<file path="src/core/eic_consts.svh">
// Purpose: Offsets, codes, field positions and counts for the erase and
//          identify command block.
// Assumes: 100 MHz MCLK.
// Notes:   Definitions only.
`ifndef EIC_CONSTS_SVH
`define EIC_CONSTS_SVH
// -------------------------------------------------------------------
// Task file offsets
// -------------------------------------------------------------------
`define OFS_DATA       3'h0
`define OFS_FEATURE    3'h1
`define OFS_SECTOR_COUNT  3'h2
`define OFS_SECTOR_NUMBER 3'h3
`define OFS_CYLINDER_LOW  3'h4
`define OFS_CYLINDER_HIGH 3'h5
`define OFS_DRV_HEAD   3'h6
`define OFS_COMMAND    3'h7
// -------------------------------------------------------------------
// Command codes and field positions
// -------------------------------------------------------------------
`define CMD_ERASE      8'hc0
`define CMD_IDENTIFY   8'hec
`define DH_LBA_BIT     6
`define ERRB_ABORT     2
`define RST_BYTE       8'h00
// -------------------------------------------------------------------
// Parameter block contents
// -------------------------------------------------------------------
`define BLK_WORDS      9'h100
`define LAST_WORD      8'hff
// Arbitrary signature values; bit 6 set marks a fixed card
`define W0_DEFAULT     16'h8c00
`define W0_ALTERNATE   16'h0c40
`define W47_VALUE      16'h0001
`define W49_LBA        16'h0200
`define W49_DMA        16'h0100
`define W51_VALUE      16'h0200
`define W53_VALUE      16'h0003
`define W59_VALID      16'h0100
`define W63_SUPPORT    8'h07
`define W64_VALUE      16'h0003
`define W65_CYCLE      16'h0050
`define W163_PIO_MAX   3'h2
`define W163_DMA_MAX   3'h2
`define SPACE_CODE     8'h20
// -------------------------------------------------------------------
// Timing
// -------------------------------------------------------------------
`define CLK_PERIOD_NS  10
`define BUSY_MAX_NS    400
`define BUSY_CYC       (`BUSY_MAX_NS / `CLK_PERIOD_NS)
`endif

</file>
<file path="src/core/eic_pkg.sv">
// Purpose: Types shared by the erase and identify command block.
// Assumes: Nothing beyond the constants header.
// Notes:   Structs carry grouped signals.
package eic_pkg;
	typedef enum logic [2:0] {
		ST_IDLE   = 3'b000,
		ST_IDPREP = 3'b001,
		ST_IDXFER = 3'b010,
		ST_ERREQ  = 3'b011,
		ST_ERWAIT = 3'b100
	} state_t;

	typedef struct packed {
		logic       wr;
		logic       rd;
		logic [2:0] addr;
		logic [7:0] wdata;
	} tf_req_t;

	typedef struct packed {
		logic        lba_mode;
		logic [27:0] addr;
		logic [7:0]  count;
	} erase_cmd_t;
endpackage

</file>
<file path="src/core/erase_and_identify_cmd.sv">
// Purpose: Card-side handling of the sector pre-erase and identify
//          commands behind the task file.
// Assumes: Host strobes are synchronous to MCLK and one cycle long.
// Notes:   Geometry and strings are elaboration-time parameters.
`timescale 1ns/10ps
`include "eic_consts.svh"

// Summary of operation
// - Erase code starts a media pre-erase; no data; may end in write fault.
// - Identify code returns the block like a single-sector read.
// - Reserved bits and words of the block read as zero.
// - Word 0 is default value, alternate value in IDE-compatible mode.
// - Words 1, 3, 6 give default cylinders, heads, sectors per track.
// - Words 7-8 give total sectors as a double word.
// - Serial text in words 10-19 is right-justified, space padded.
// - Model text in words 27-46 is left-justified, space padded.
// - Word 47 gives most sectors per interrupt for multiple commands.
// - Capabilities: bit 13 zero, bit 9 LBA, bit 8 DMA support.
// - Word 51 upper byte reports legacy PIO mode two.
// - Word 53 bits 1 and 0 mark words 64-70 and 54-58 valid.
// - Words 54-56 current geometry, words 57-58 their product.
// - Word 59: bits 15-9 zero, bit 8 one, low byte zero or one.
// - Words 60-61 give sectors addressable in LBA mode.
// - Word 63 upper byte marks at most one selected DMA mode.
// - Word 63 low byte flags supported DMA modes, bits 7-3 zero.
// - Word 64 flags PIO modes 4 and 3; bits 7-2 zero.
// - Words 65 to 68 each return 50h.
// - Word 163 reports 2h in bits 2-0 and bits 5-3.
// - Word 163 bits 8-6 and 11-9 give selected advanced modes.
// - Busy rises within 400 ns of an erase or identify code write.
module erase_and_identify_cmd
	import eic_pkg::*;
#(
	parameter logic [15:0]  CYLS      = 16'h03d4,
	parameter logic [15:0]  HEADS     = 16'h0010,
	parameter logic [15:0]  SPT       = 16'h0020,
	parameter logic         DMA_SUP   = 1'b0,
	parameter logic [159:0] SERIAL    = "0000000001",
	parameter logic [319:0] MODEL     = "STORAGE CARD",
	parameter logic [63:0]  FIRMWARE  = "REV 1.0"
) (
	input  wire logic       MCLK,
	input  wire logic       RST_N,
	input  wire logic       CE,
	input  wire tf_req_t    TF_REQ,
	output logic [15:0]     TF_RDATA,
	input  wire logic       IDE_MODE,
	input  wire logic       MULT_SET,
	input  wire logic [1:0] DMA_SEL,
	input  wire logic [2:0] ADV_PIO_SEL,
	input  wire logic [2:0] ADV_DMA_SEL,
	output logic            ERASE_REQ,
	output erase_cmd_t      ERASE_CMD,
	input  wire logic       ERASE_DONE,
	input  wire logic       ERASE_FAULT,
	output logic            BUSY,
	output logic            DRQ
);

	// -------------------------------------------------------------------
	// Elaboration-time text shaping
	// -------------------------------------------------------------------
	// Zero bytes left of the text become spaces, text stays at the right
	function automatic logic [159:0] rjust(input logic [159:0] s);
		logic [159:0] t;
		t = s;
		for (int i = 0; i < 20; i++) begin
			if (t[i*8 +: 8] == 8'h00)
				t[i*8 +: 8] = `SPACE_CODE;
		end
		return t;
	endfunction

	// Short literals pad on the left, so shift text up to the first byte
	function automatic logic [319:0] ljust(input logic [319:0] s);
		logic [319:0] t;
		t = s;
		for (int i = 0; i < 40; i++) begin
			if (t[319:312] == 8'h00 && t != '0)
				t = {t[311:0], `SPACE_CODE};
		end
		for (int i = 0; i < 40; i++) begin
			if (t[i*8 +: 8] == 8'h00)
				t[i*8 +: 8] = `SPACE_CODE;
		end
		return t;
	endfunction

	localparam logic [159:0] SER_TXT = rjust(SERIAL);
	localparam logic [319:0] MOD_TXT = ljust(MODEL);
	localparam logic [31:0]  TOTAL   = 32'(CYLS) * 32'(HEADS) * 32'(SPT);
	localparam int           BUSY_CYC_I = `BUSY_CYC;

	// -------------------------------------------------------------------
	// Task file registers
	// -------------------------------------------------------------------
	state_t      state_r;
	logic [7:0]  feature_reg;
	logic [7:0]  sector_count_reg;
	logic [7:0]  sector_number_reg;
	logic [7:0]  cylinder_low_reg;
	logic [7:0]  cylinder_high_reg;
	logic [7:0]  drive_head_reg;
	logic [7:0]  idx_r;
	logic        busy_r;
	logic        drq_r;
	logic        err_r;
	logic        fault_r;
	logic        abort_r;
	logic        ereq_r;
	logic [15:0] rdata_r;
	logic [15:0] word;
	logic [7:0]  status;
	logic        cmd_wr;
	logic        cmd_ok;
	logic        dat_rd;

	assign cmd_wr = CE && TF_REQ.wr && TF_REQ.addr == `OFS_COMMAND;
	// writes while busy
	// A command written during busy or a data phase is dropped
	assign cmd_ok = cmd_wr && !busy_r && !drq_r;
	assign dat_rd = CE && TF_REQ.rd && TF_REQ.addr == `OFS_DATA
		&& state_r == ST_IDXFER;

	always_ff @(posedge MCLK or negedge RST_N) begin
		if (!RST_N) begin
			feature_reg       <= `RST_BYTE;
			sector_count_reg  <= `RST_BYTE;
			sector_number_reg <= `RST_BYTE;
			cylinder_low_reg  <= `RST_BYTE;
			cylinder_high_reg <= `RST_BYTE;
			drive_head_reg    <= `RST_BYTE;
		end else if (CE && TF_REQ.wr && !busy_r) begin
			case (TF_REQ.addr)
			`OFS_FEATURE:  feature_reg       <= TF_REQ.wdata;
			`OFS_SECTOR_COUNT:  sector_count_reg  <= TF_REQ.wdata;
			`OFS_SECTOR_NUMBER: sector_number_reg <= TF_REQ.wdata;
			`OFS_CYLINDER_LOW:  cylinder_low_reg  <= TF_REQ.wdata;
			`OFS_CYLINDER_HIGH: cylinder_high_reg <= TF_REQ.wdata;
			`OFS_DRV_HEAD: drive_head_reg    <= TF_REQ.wdata;
			default: ;
			endcase
		end
	end

	// -------------------------------------------------------------------
	// Command sequencer
	// -------------------------------------------------------------------
	always_ff @(posedge MCLK or negedge RST_N) begin
		if (!RST_N) begin
			state_r <= ST_IDLE;
			busy_r  <= 1'b0;
			drq_r   <= 1'b0;
			idx_r   <= 8'h00;
			ereq_r  <= 1'b0;
		end else if (CE) begin
			ereq_r <= 1'b0;
			case (state_r)
			ST_IDLE: begin
				if (cmd_ok && (TF_REQ.wdata == `CMD_ERASE
					|| TF_REQ.wdata == `CMD_IDENTIFY)) begin
					busy_r  <= 1'b1;
					state_r <= (TF_REQ.wdata == `CMD_ERASE)
						? ST_ERREQ : ST_IDPREP;
				end
			end
			ST_IDPREP: begin
				busy_r  <= 1'b0;
				drq_r   <= 1'b1;
				idx_r   <= 8'h00;
				state_r <= ST_IDXFER;
			end
			ST_IDXFER: begin
				if (dat_rd) begin
					idx_r <= idx_r + 8'h01;
					if (idx_r == `LAST_WORD) begin
						drq_r   <= 1'b0;
						state_r <= ST_IDLE;
					end
				end
			end
			ST_ERREQ: begin
				ereq_r  <= 1'b1;
				state_r <= ST_ERWAIT;
			end
			ST_ERWAIT: begin
				if (ERASE_DONE) begin
					busy_r  <= 1'b0;
					state_r <= ST_IDLE;
				end
			end
			default: begin
				state_r <= ST_IDLE;
				busy_r  <= 1'b0;
				drq_r   <= 1'b0;
			end
			endcase
		end
	end

	// Error flags reloaded by the next accepted command: cleared for erase or identify, abort and error set for any other code
	always_ff @(posedge MCLK or negedge RST_N) begin
		if (!RST_N) begin
			err_r   <= 1'b0;
			fault_r <= 1'b0;
			abort_r <= 1'b0;
		end else if (CE) begin
			if (cmd_ok) begin
				abort_r <= TF_REQ.wdata != `CMD_ERASE
					&& TF_REQ.wdata != `CMD_IDENTIFY;
				err_r   <= TF_REQ.wdata != `CMD_ERASE
					&& TF_REQ.wdata != `CMD_IDENTIFY;
				fault_r <= 1'b0;
			end else if (state_r == ST_ERWAIT && ERASE_DONE
				&& ERASE_FAULT) begin
				err_r   <= 1'b1;
				fault_r <= 1'b1;
			end
		end
	end

	// -------------------------------------------------------------------
	// Parameter block word
	// -------------------------------------------------------------------
	always_comb begin
		word = 16'h0000;
		case (idx_r)
		8'd0:  word = IDE_MODE ? `W0_ALTERNATE : `W0_DEFAULT;
		8'd1:  word = CYLS;
		8'd3:  word = HEADS;
		8'd6:  word = SPT;
		8'd7:  word = TOTAL[31:16];
		8'd8:  word = TOTAL[15:0];
		8'd47: word = `W47_VALUE;
		8'd49: word = `W49_LBA | (DMA_SUP ? `W49_DMA : 16'h0000);
		8'd51: word = `W51_VALUE;
		8'd53: word = `W53_VALUE;
		8'd54: word = CYLS;
		8'd55: word = HEADS;
		8'd56: word = SPT;
		8'd57: word = TOTAL[15:0];
		8'd58: word = TOTAL[31:16];
		8'd59: word = `W59_VALID | {15'h0000, MULT_SET};
		8'd60: word = TOTAL[15:0];
		8'd61: word = TOTAL[31:16];
		8'd63: word = {5'h00,
			DMA_SEL == 2'd3, DMA_SEL == 2'd2, DMA_SEL == 2'd1,
			`W63_SUPPORT};
		8'd64: word = `W64_VALUE;
		8'd65, 8'd66, 8'd67, 8'd68: word = `W65_CYCLE;
		8'd163: word = {4'h0, ADV_DMA_SEL, ADV_PIO_SEL,
			`W163_DMA_MAX, `W163_PIO_MAX};
		default: begin
			if (idx_r >= 8'd10 && idx_r <= 8'd19)
				word = SER_TXT[159 - 16*(idx_r - 8'd10) -: 16];
			// Firmware text, high byte first
			else if (idx_r >= 8'd23 && idx_r <= 8'd26)
				word = FIRMWARE[63 - 16*(idx_r - 8'd23) -: 16];
			else if (idx_r >= 8'd27 && idx_r <= 8'd46)
				word = MOD_TXT[319 - 16*(idx_r - 8'd27) -: 16];
		end
		endcase
	end

	// -------------------------------------------------------------------
	// Read path and outputs
	// -------------------------------------------------------------------
	assign status = {busy_r, 1'b1, fault_r, 1'b1, drq_r, 2'b00, err_r};

	always_ff @(posedge MCLK or negedge RST_N) begin
		if (!RST_N) begin
			rdata_r <= 16'h0000;
		end else if (CE && TF_REQ.rd) begin
			case (TF_REQ.addr)
			`OFS_DATA:     rdata_r <= dat_rd ? word : 16'h0000;
			`OFS_FEATURE:  rdata_r <= {13'h0000, abort_r, 2'b00};
			`OFS_SECTOR_COUNT:  rdata_r <= {8'h00, sector_count_reg};
			`OFS_SECTOR_NUMBER: rdata_r <= {8'h00, sector_number_reg};
			`OFS_CYLINDER_LOW:  rdata_r <= {8'h00, cylinder_low_reg};
			`OFS_CYLINDER_HIGH: rdata_r <= {8'h00, cylinder_high_reg};
			`OFS_DRV_HEAD: rdata_r <= {8'h00, drive_head_reg};
			default:       rdata_r <= {8'h00, status};
			endcase
		end
	end

	assign TF_RDATA = rdata_r;
	assign BUSY     = busy_r;
	assign DRQ      = drq_r;
	assign ERASE_REQ = ereq_r;
	assign ERASE_CMD.lba_mode = drive_head_reg[`DH_LBA_BIT];
	assign ERASE_CMD.addr  = {drive_head_reg[3:0], cylinder_high_reg,
		cylinder_low_reg, sector_number_reg};
	assign ERASE_CMD.count = sector_count_reg;
endmodule

</file>
<file path="config.mk">
export PLATFORM = sky130hd
export DESIGN_NAME = erase_and_identify_cmd
export DESIGN_NICKNAME = d
export VERILOG_FILES = /design/src/core/eic_pkg.sv /design/src/core/erase_and_identify_cmd.sv
export VERILOG_INCLUDE_DIRS = /design/src /design/src/core
export SDC_FILE = /design/constraint.sdc
export NUM_CORES = 1
export LEC_CHECK = 0
export ABC_AREA = 0
export BUFFER_PORTS_ARGS = -buffer_cell sky130_fd_sc_hd__buf_2
export CAP_MARGIN = 15
export CELL_PAD_IN_SITES_DETAIL_PLACEMENT = 0
export CELL_PAD_IN_SITES_GLOBAL_PLACEMENT = 2
export CORE_MARGIN = 2
export CORE_UTILIZATION = 36
export CTS_CLUSTER_SIZE = 16
export DETAILED_ROUTE_END_ITERATION = 10
export PLACE_DENSITY_LB_ADDON = 0.1
export SETUP_SLACK_MARGIN = 0.2
export SLEW_MARGIN = 40
export SYNTH_ARGS = -nofsm -noshare
export SYNTH_HDL_FRONTEND = slang
export SYNTH_SLANG_ARGS = --single-unit
</file>
<file path="constraint.sdc">
create_clock -name MCLK -period 3.5 [get_ports MCLK]
set_clock_uncertainty 0.05 [all_clocks]
set_input_delay 0.7 -clock MCLK [delete_from_list [all_inputs] [get_ports MCLK]]
set_output_delay 0.7 -clock MCLK [all_outputs]
set_load 0.01 [all_outputs]
</file>
==> out/metrics.csv, run 1 <==
metric,value,unit
share of the synthesized area in the top cell type,34.9,%
initial antenna violation count,0,
"EDFF count, synth",0,
critical path capture point type,register,
number of buffers inserted by port buffering,83,
Min-Delay Path Class,input pin to async pin,
headroom to the max-slew limit,50.0,%
layout filler cell count,1436,
number of buffers on the longest clock path,2,
vias,4712,
category of the critical setup timing path,register to register,
Commonest cells post-synth,"73 x sky130_fd_sc_hd__dfrtp_1, 46 x sky130_fd_sc_hd__nand2_1, 46 x sky130_fd_sc_hd__nor2_1, 45 x sky130_fd_sc_hd__mux2_2, 37 x sky130_fd_sc_hd__o21ai_0",
post-synthesis to final-layout area growth,17.6,%
Post-Route WL,17.1,mm
number of flip-flops under the largest register name,16,
net switching power,0.730,mW
flip-flop cell with the highest count after synthesis,sky130_fd_sc_hd__dfrtp_1,
synthesized netlist net count,600,
number of nets in the final layout,679,
Final HPWL DP,12.9,mm
post-route DRC violation count,0,
area of the core,14400,um2
library cell with the largest summed area after synthesis,sky130_fd_sc_hd__dfrtp_1,
static power due to leakage,2.70,nW
via count of the first global-routing pass,4674,
CTS HTree Levels,3,
highest fanout seen on the critical path,10,
maximum number of pins on one net before global-route repair,74,
final period demand of the worst path,3150,ps
fraction of power consumed by sequential logic,41.6,%
final count of pins violating max slew,0,
pre-CTS worst setup slack,336,ps
number of detailed-route iterations in the first pass,5,
clock tree from TritonCTS,yes,
setup tns final,0,ps
maximum vdd ir drop,0.275,mV
cell area after technology mapping,5240,um2
run status,"complete, no violations",
switching fraction of total power,28.6,%
cts-stage hold buffer count,0,
synthesis-stage register bit count,73,
count of clock tree sinks,73,
signal arrival time at the worst endpoint,3360,ps
average via count per standard cell,5.68,
achievable frequency,318,MHz
startpoint types,register,
most repeated cell in the gate-level netlist after synthesis,sky130_fd_sc_hd__dfrtp_1,
number of placed I/O pins,84,
Gate power share,18.5,%
Inserted Clock Buffers,9,
initial core utilization,36.5,%
count of unique library cells instantiated by Yosys,90,
Setup WS post-layout,354,ps
number of max-capacitance violations reported,0,
proportion of power drawn by the clock network,39.9,%
detail-routed net length per standard cell,20.6,um
Die Ht,125,um
antenna diode count,0,
Starting DRT DRC Count,341,
buffer type at the clock tree root,sky130_fd_sc_hd__clkbuf_16,
global route overflow,0,
Clock Pin Slew Worst Setup and Hold Paths,70,ps
synthesized netlist cell count,562,
# rows,44,
power density relative to cell area,415,nW/um2
cell-internal power,1.83,mW
final period utilization,89.9,%
required time of the critical path,3710,ps
part of the Yosys area used for sequential elements,34.9,%
final setup violation count,0,
width of the chip,125,um
mean cell area of the mapped netlist,9.32,um2
layout cell share with drive strength beyond 1,31.1,%
Routability Congestion,0.846,
Die ar.,15500,um2
leading cell types by total area after synthesis,"sky130_fd_sc_hd__dfrtp_1 35%, sky130_fd_sc_hd__mux2_2 9.7%, sky130_fd_sc_hd__o21ai_0 3.5%, sky130_fd_sc_hd__nand2_1 3.3%, sky130_fd_sc_hd__nor2_1 3.3%",
post-CTS setup buffer count,0,
global-route wire length before repair,27.2,mm
remaining antenna violation count after routing,0,
global-route usage over all layers,22.3,%
final hold vios,0,
share of async-settable or async-resettable flops after synthesis,100,%
synth warn,0,
Worst-Margin Slew,741,ps
clock latency at the later pin of the worst-skew pair,350,ps
RSZ-0062 raised after global routing,no,
## cells by family (layout without fill, tap and decap cells)
family | after synthesis | after routing | share of synthesized area (%)
AOI/OAI and AO/OA | 155 | 155 | 21.9
xor gates and xnor gates | 13 | 13 | 2.32
adders and majority gates | 10 | 10 | 2.39
buffers and inverters | 51 | 135 | 5.42
DFF | 73 | 73 | 34.9
muxes | 58 | 58 | 12.4
and+or+nand+nor | 202 | 202 | 20.7
## cell usage in the layout (no fill, tap or decap), types with 9 or more instances in the layout
master,netlist,final
sky130_fd_sc_hd__buf_2,5,82
sky130_fd_sc_hd__dfrtp_1,73,72
sky130_fd_sc_hd__nand2_1,46,46
sky130_fd_sc_hd__nor2_1,46,45
sky130_fd_sc_hd__mux2_2,45,45
sky130_fd_sc_hd__o21ai_0,37,37
sky130_fd_sc_hd__a21oi_1,31,31
sky130_fd_sc_hd__buf_4,11,23
sky130_fd_sc_hd__nand3_1,21,21
sky130_fd_sc_hd__inv_1,13,13
sky130_fd_sc_hd__nor3_1,13,13
sky130_fd_sc_hd__mux2i_1,12,12
sky130_fd_sc_hd__nor2b_1,11,11
sky130_fd_sc_hd__nand2b_1,10,10
sky130_fd_sc_hd__ha_1,10,10
sky130_fd_sc_hd__clkbuf_16,0,9
## per-stage QoR
stage	util, %	instance area (um2)	hold WS, ps	power (mW)	std cells
after floorplan	-	5240	354	1.35	562
after global placement	40.5	5820	411	1.55	814
after detailed placement	40.6	5830	415	1.56	814
after CTS	42.8	6150	356	2.59	830
after global routing	42.9	6160	368	2.69	830
final	42.9	6160	317	2.56	830
## cell type report
type | instances | area (um2) | share of cell area [%]
Inverter | 13 | 48.8 | 0.792
Multi-Input combinational cell | 438 | 3140 | 50.9
Clock buffer | 10 | 229 | 3.72
Clock inverter | 6 | 91.3 | 1.48
Timing Repair Buffer | 106 | 594 | 9.65
Sequential cell | 73 | 1830 | 29.7
Tap cell | 184 | 230 | 3.74
## critical path, stage by stage, from the launching register on
cell	delay, ps
sky130_fd_sc_hd__dfrtp_2	490
sky130_fd_sc_hd__ha_1	240
sky130_fd_sc_hd__a21oi_1	210
sky130_fd_sc_hd__xnor2_1	100
sky130_fd_sc_hd__ha_1	250
sky130_fd_sc_hd__and4b_1	200
sky130_fd_sc_hd__a31o_2	220
sky130_fd_sc_hd__a211o_1	270
sky130_fd_sc_hd__o211ai_1	260
sky130_fd_sc_hd__o2111ai_1	230
sky130_fd_sc_hd__a2111o_1	410
sky130_fd_sc_hd__a21oi_1	130
## path summary, 6_finish.rpt
check                             from                   end  slack [ps]  cells after the start
setup / recovery              idx_r[1]           TF_RDATA[2]         350                     11
hold / removal                   RST_N  sector_number_reg[2]         320                      1
setup reg to reg              idx_r[1]           TF_RDATA[2]         350                     11
max in group asynchronous        RST_N              idx_r[1]        2540                      1
hold reg to reg            TF_RDATA[3]           TF_RDATA[3]         440                      2
min in group MCLK          TF_RDATA[3]           TF_RDATA[3]         440                      2
## timing repair
action                                 4_1_cts  5_1_grt
setup endpoints to repair                    0        5
endpoints found under the hold margin        0        0
gates resized for setup                      0        1
## power by group through the flow
stage               logic (mW)  clock network [mW]  registers, mW
CTS                      0.481                1.04           1.07
finish                   0.473                1.02           1.06
global placement         0.472                   0           1.07
floorplan                0.240                   0           1.11
global route             0.519                1.09           1.08
detailed placement       0.478                   0           1.08
## routing by layer
metal / up-vias / global-route usage, % / share of wire [%]
met3: 16 / 3.74 / 4.7
met1: 2316 / 30.4 / 45
met5: - / 0 / 0
li1: 2246 / - / -
met4: 0 / 6.54 / 1.4
met2: 134 / 36.5 / 49
No activity file was read; power rests on OpenSTA's default activity.
==> inputs of run 2 (changes only) <==
--- a/config.mk
+++ b/config.mk
@@ -11,7 +11,7 @@
 export CAP_MARGIN = 15
 export CELL_PAD_IN_SITES_DETAIL_PLACEMENT = 0
 export CELL_PAD_IN_SITES_GLOBAL_PLACEMENT = 2
-export CORE_MARGIN = 2
+export CORE_MARGIN = 5
 export CORE_UTILIZATION = 36
 export CTS_CLUSTER_SIZE = 16
 export DETAILED_ROUTE_END_ITERATION = 10
@@ -21,3 +21,4 @@
 export SYNTH_ARGS = -nofsm -noshare
 export SYNTH_HDL_FRONTEND = slang
 export SYNTH_SLANG_ARGS = --single-unit
+export TNS_END_PERCENT = 30
==> run 2 against run 1 <==
Net effect: power decreased by 3.0%; fmax about the same; highest routed layer unchanged; final cell count is 0.12% higher; worst setup slack improved by 3.1 ps; worst hold slack improved by 7.6 ps; die area is 9.9% higher.
==> out/metrics.csv, run 2 (synthesis results as in run 1) <==
metric,value,unit
Inserted Clock Buffers,9,
average via count per standard cell,5.57,
required time of the critical path,3720,ps
highest fanout seen on the critical path,10,
global route overflow,0,
width of the chip,131,um
CTS HTree Levels,3,
layout cell share with drive strength beyond 1,31.4,%
number of detailed-route iterations in the first pass,5,
number of max-capacitance violations reported,0,
maximum number of pins on one net before global-route repair,74,
initial antenna violation count,0,
post-route DRC violation count,0,
number of cells traversed by the worst register-to-register path,11,
met1 layer wirelength in the final routing,8.09,mm
worst hold margin,325,ps
number of buffers on the longest clock path,2,
remaining antenna violation count after routing,0,
number of nets in the final layout,680,
static power due to leakage,2.71,nW
final setup violation count,0,
number of placed I/O pins,84,
Worst-Margin Slew,844,ps
Clock Pin Slew Worst Setup and Hold Paths,60,ps
antenna diode count,0,
timing endpoint of the critical path,TF_RDATA[2],
detail-routed net length per standard cell,20.6,um
clock latency at the later pin of the worst-skew pair,340,ps
signal arrival time at the worst endpoint,3370,ps
category of the critical setup timing path,register to register,
global-route wire length before repair,27.0,mm
clock tree from TritonCTS,yes,
run status,"complete, no violations",
Starting DRT DRC Count,329,
Detail Route met3 WL,653,um
area of the core,14400,um2
Die Ht,131,um
Post-Route WL,17.1,mm
Worst R2R End,TF_RDATA[2],
critical path capture point type,register,
Final HPWL DP,12.8,mm
layout filler cell count,1471,
final period demand of the worst path,3140,ps
final period utilization,89.8,%
maximum vdd ir drop,0.276,mV
final count of pins violating max slew,0,
number of flip-flops under the largest register name,16,
met2 wire length,8.04,mm
setup tns final,0,ps
vias,4626,
global-route usage over all layers,20.8,%
count of clock tree sinks,73,
number of buffers inserted by port buffering,83,
slack of the worst reg-to-reg path,360,ps
Routability Congestion,0.866,
achievable frequency,318,MHz
power density relative to cell area,403,nW/um2
RSZ-0062 raised after global routing,yes,
highest routed metal layer,met4,
startpoint types,register,
Worst Setup SP,idx_r[1],
# rows,44,
buffer type at the clock tree root,sky130_fd_sc_hd__clkbuf_16,
"commonest cells after routing, fill and taps aside","82 x sky130_fd_sc_hd__buf_2, 72 x sky130_fd_sc_hd__dfrtp_1, 46 x sky130_fd_sc_hd__nand2_1, 46 x sky130_fd_sc_hd__nor2_1, 45 x sky130_fd_sc_hd__mux2_2",
post-synthesis to final-layout area growth,17.4,%
final hold vios,0,
"most common cell after layout, fill and taps aside",sky130_fd_sc_hd__buf_2,
headroom to the max-slew limit,43.0,%
cts-stage hold buffer count,0,
initial core utilization,36.3,%
worst r2r src,idx_r[1],
Reg area,1830,um2
via count of the first global-routing pass,4679,
footprint of the multi-input gates,3140,um2
Min-Delay Path Class,input pin to async pin,
Die ar.,17100,um2
## run 2: worst min-delay path by stage
stage | from | to | slack (ps) | cells past startpoint
after floorplan | RST_N | BUSY | 350 | 0
after global placement | TF_RDATA[3] | TF_RDATA[3] | 410 | 2
after detailed placement | TF_RDATA[14] | TF_RDATA[14] | 420 | 2
after CTS | RST_N | drive_head_reg[2] | 360 | 1
after global routing | RST_N | sector_number_reg[5] | 400 | 1
final | RST_N | drive_head_reg[2] | 330 | 1
## run 2: cell type report
| cell class | count | share of cell area (%) |
|---|---|---|
| clock inverter | 6 | 1.08 |
| inverter | 13 | 0.794 |
| sequential | 73 | 29.7 |
| tap | 184 | 3.74 |
| timing repair buffer | 107 | 9.79 |
| clock buffer | 10 | 3.72 |
| multi-input combinational | 438 | 51.1 |
## run 2: worst max-delay path, cell delays in order (launching register included)
cell and delay [ps]:
sky130_fd_sc_hd__dfrtp_2 490, sky130_fd_sc_hd__ha_1 260, sky130_fd_sc_hd__a21oi_2 250, sky130_fd_sc_hd__xnor2_1 100, sky130_fd_sc_hd__ha_1 260, sky130_fd_sc_hd__and4b_1 200, sky130_fd_sc_hd__a31o_2 220, sky130_fd_sc_hd__a211o_1 270
sky130_fd_sc_hd__o211ai_1 260, sky130_fd_sc_hd__o2111ai_1 200, sky130_fd_sc_hd__a2111o_1 400, sky130_fd_sc_hd__a21oi_1 120
## run 2: repair_timing
| action | in CTS | in global routing |
|---|---|---|
| setup buffers | 0 | 4 |
| resized for setup | 0 | 4 |
| endpoints found under the setup margin | 0 | 13 |
## run 2: power by group
part	switching, mW	leakage (nW)	internal [mW]
combinational	0.242	1.64	0.230
clock	0.390	0.135	0.554
sequential	0.0946	0.930	0.970
total	0.727	2.71	1.75
## run 2: layer usage
metal	GRT usage, %	up-vias
met2	33.7	118
met5	0	-
met4	7.02	0
li1	-	2257
met3	3.01	20
met1	28.6	2231
## run 2: through the flow
| stage | cells | area (um2) | setup slack [ps] | util (%) | power, mW |
|---|---|---|---|---|---|
| 6_report | 831 | 6150 | 357 | 42.6 | 2.48 |
| 5_1_grt | 831 | 6150 | 152 | 42.6 | 2.59 |
| 4_1_cts | 827 | 6100 | 221 | 42.3 | 2.51 |
| 3_5_place_dp | 811 | 5810 | 245 | 40.2 | 1.56 |
| 3_3_place_gp | 811 | 5800 | 308 | 40.2 | 1.55 |
| 2_1_floorplan | 562 | 5240 | 342 | - | 1.35 |
==> inputs of run 3 (changes only) <==
--- a/config.mk
+++ b/config.mk
@@ -7,14 +7,14 @@
 export NUM_CORES = 1
 export LEC_CHECK = 0
 export ABC_AREA = 0
-export BUFFER_PORTS_ARGS = -buffer_cell sky130_fd_sc_hd__buf_2
 export CAP_MARGIN = 15
 export CELL_PAD_IN_SITES_DETAIL_PLACEMENT = 0
 export CELL_PAD_IN_SITES_GLOBAL_PLACEMENT = 2
 export CORE_MARGIN = 5
-export CORE_UTILIZATION = 36
+export CORE_UTILIZATION = 40
 export CTS_CLUSTER_SIZE = 16
 export DETAILED_ROUTE_END_ITERATION = 10
+export DONT_BUFFER_PORTS = 1
 export PLACE_DENSITY_LB_ADDON = 0.1
 export SETUP_SLACK_MARGIN = 0.2
 export SLEW_MARGIN = 40
==> run 3 against run 2 <==
Net effect: sequential power up 8%; combinational power down 45%; worst setup slack worse by 12 ps; critical path depth unchanged; first-iteration DRC count down 14%; clock-buffer cell count down 1; sequential share of layout area up 2.0 points; critical path type unchanged; critical endpoint unchanged; largest power group unchanged.
==> out/metrics.csv, run 3 (synthesis results as in run 1) <==
metric,value,unit
run status,"complete, no violations",
final non-filler cell total,732,
via count of the first global-routing pass,4542,
number of buffers inserted by port buffering,0,
Final HPWL DP,12.1,mm
highest fanout seen on the critical path,10,
setup tns final,0,ps
final count of pins violating max slew,0,
buffer type at the clock tree root,sky130_fd_sc_hd__clkbuf_16,
Inserted Clock Buffers,9,
width of the chip,124,um
maximum vdd ir drop,0.287,mV
required time of the critical path,3710,ps
footprint of the multi-input gates,3150,um2
final period demand of the worst path,3150,ps
# rows,41,
CTS HTree Levels,3,
final hold vios,0,
final setup violation count,0,
global-route wire length before repair,26.7,mm
Routability Congestion,0.888,
"commonest cells after routing, fill and taps aside","72 x sky130_fd_sc_hd__dfrtp_1, 46 x sky130_fd_sc_hd__nand2_1, 45 x sky130_fd_sc_hd__nor2_1, 45 x sky130_fd_sc_hd__mux2_2, 37 x sky130_fd_sc_hd__o21ai_0",
"most common cell after layout, fill and taps aside",sky130_fd_sc_hd__dfrtp_1,
share of the core filled with cells in the final layout,45.3,%
clock latency at the later pin of the worst-skew pair,340,ps
Starting DRT DRC Count,284,
Die Ht,124,um
static power due to leakage,2.35,nW
remaining antenna violation count after routing,0,
clock tree from TritonCTS,yes,
critical path capture point type,register,
post-route standard cell area excluding fillers,5770,um2
number of flip-flops under the largest register name,16,
Worst-Margin Slew,815,ps
Clock Pin Slew Worst Setup and Hold Paths,70,ps
detail-routed net length per standard cell,22.7,um
post-route DRC violation count,0,
# placed instances,713,
initial antenna violation count,0,
category of the critical setup timing path,register to register,
Post-Route WL,16.6,mm
number of nets in the final layout,593,
layout cell share with drive strength beyond 1,20.7,%
signal arrival time at the worst endpoint,3370,ps
layout filler cell count,1297,
count of clock tree sinks,73,
placement-stage cell area,5350,um2
area of the core,12700,um2
average via count per standard cell,6.03,
number of detailed-route iterations in the first pass,7,
Die ar.,15500,um2
antenna diode count,0,
Reg area,1830,um2
power density relative to cell area,434,nW/um2
achievable frequency,317,MHz
vias,4415,
startpoint types,register,
maximum number of pins on one net before global-route repair,63,
post-synthesis to final-layout area growth,10.1,%
number of buffers on the longest clock path,2,
most prevalent standard cell on the critical path,sky130_fd_sc_hd__ha_1,
headroom to the max-slew limit,45.0,%
initial core utilization,41.2,%
global route overflow,0,
Min-Delay Path Class,input pin to async pin,
crit path cell chain,ha_1 -> a21oi_4 -> xnor2_1 -> ha_1 -> and4b_1 -> a31o_2 -> a211o_1 -> o211ai_1 -> o2111ai_1 -> a2111o_1 -> a21oi_1,
number of placed I/O pins,84,
Worst path slowest cell,sky130_fd_sc_hd__dfrtp_2,
stage delay of the slowest cell on the critical path,490,ps
RSZ-0062 raised after global routing,no,
number of max-capacitance violations reported,0,
global-route usage over all layers,21.6,%
final period utilization,90.1,%
run 3: cell count changes in the layout (fill, tap and decap cells not counted), moves of 2 or more:
cell / delta
sky130_fd_sc_hd__clkinvlp_4: -2
sky130_fd_sc_hd__bufinv_16: +2
sky130_fd_sc_hd__buf_4: -7
sky130_fd_sc_hd__buf_2: -82
run 3: path summary, 6_finish.rpt:
check | start | end | slack, ps | depth (start not counted)
min | RST_N | idx_r[2] | 170 | 1
min reg2reg | drive_head_reg[7] | drive_head_reg[7] | 450 | 1
max | idx_r[1] | TF_RDATA[2] | 350 | 11
min in group MCLK | CE | ERASE_REQ | 420 | 1
max reg2reg | idx_r[1] | TF_RDATA[2] | 350 | 11
max in group asynchronous | RST_N | sector_count_reg[2] | 2280 | 1
run 3: worst max-delay path, delay by kind of cell (launching register included):
kind | cells | cell delay [ps]
AO/OA/AOI/OAI | 7 | 1740
adder cells (fa/ha/maj) | 2 | 520
flip-flops | 1 | 490
AND/OR/NAND/NOR | 1 | 200
XOR/XNOR | 1 | 90
run 3: metal layers:
metal	up-vias	part of all wire [%]	global-route usage (%)
li1	2086	-	-
met1	2143	41	26.6
met2	151	49	36.1
met3	35	6.5	5.57
met4	0	3.4	8.25
met5	-	0	0
run 3: metrics by stage:
stage               power, mW  hold slack [ps]  setup WS, ps
floorplan                1.35              354           342
global placement         1.39              356           297
detailed placement       1.40              357           246
CTS                      2.53              197           218
global route             2.63              189           204
finish                   2.51              174           346
run 3: report_power, final:
group	internal [mW]	switching (mW)	leakage (nW)
combinational	0.147	0.113	1.25
sequential	0.969	0.173	0.930
clock	0.706	0.398	0.168
run 3: final cells by class:
type,instances,area share [%]
timing repair buffer,20,3.06
multi-input combinational,438,54.6
clock buffer,9,3.90
sequential,73,31.7
tap,172,3.73
inverter,13,0.846
clock inverter,7,2.19
run 3: what timing repair did:
action | in CTS | in global routing
buffers inserted | 0 | 1
hold buffers | 2 | 0
gates resized for setup | 0 | 5
setup endpoints to repair | 0 | 12
hold endpoints to repair | 62 | 0
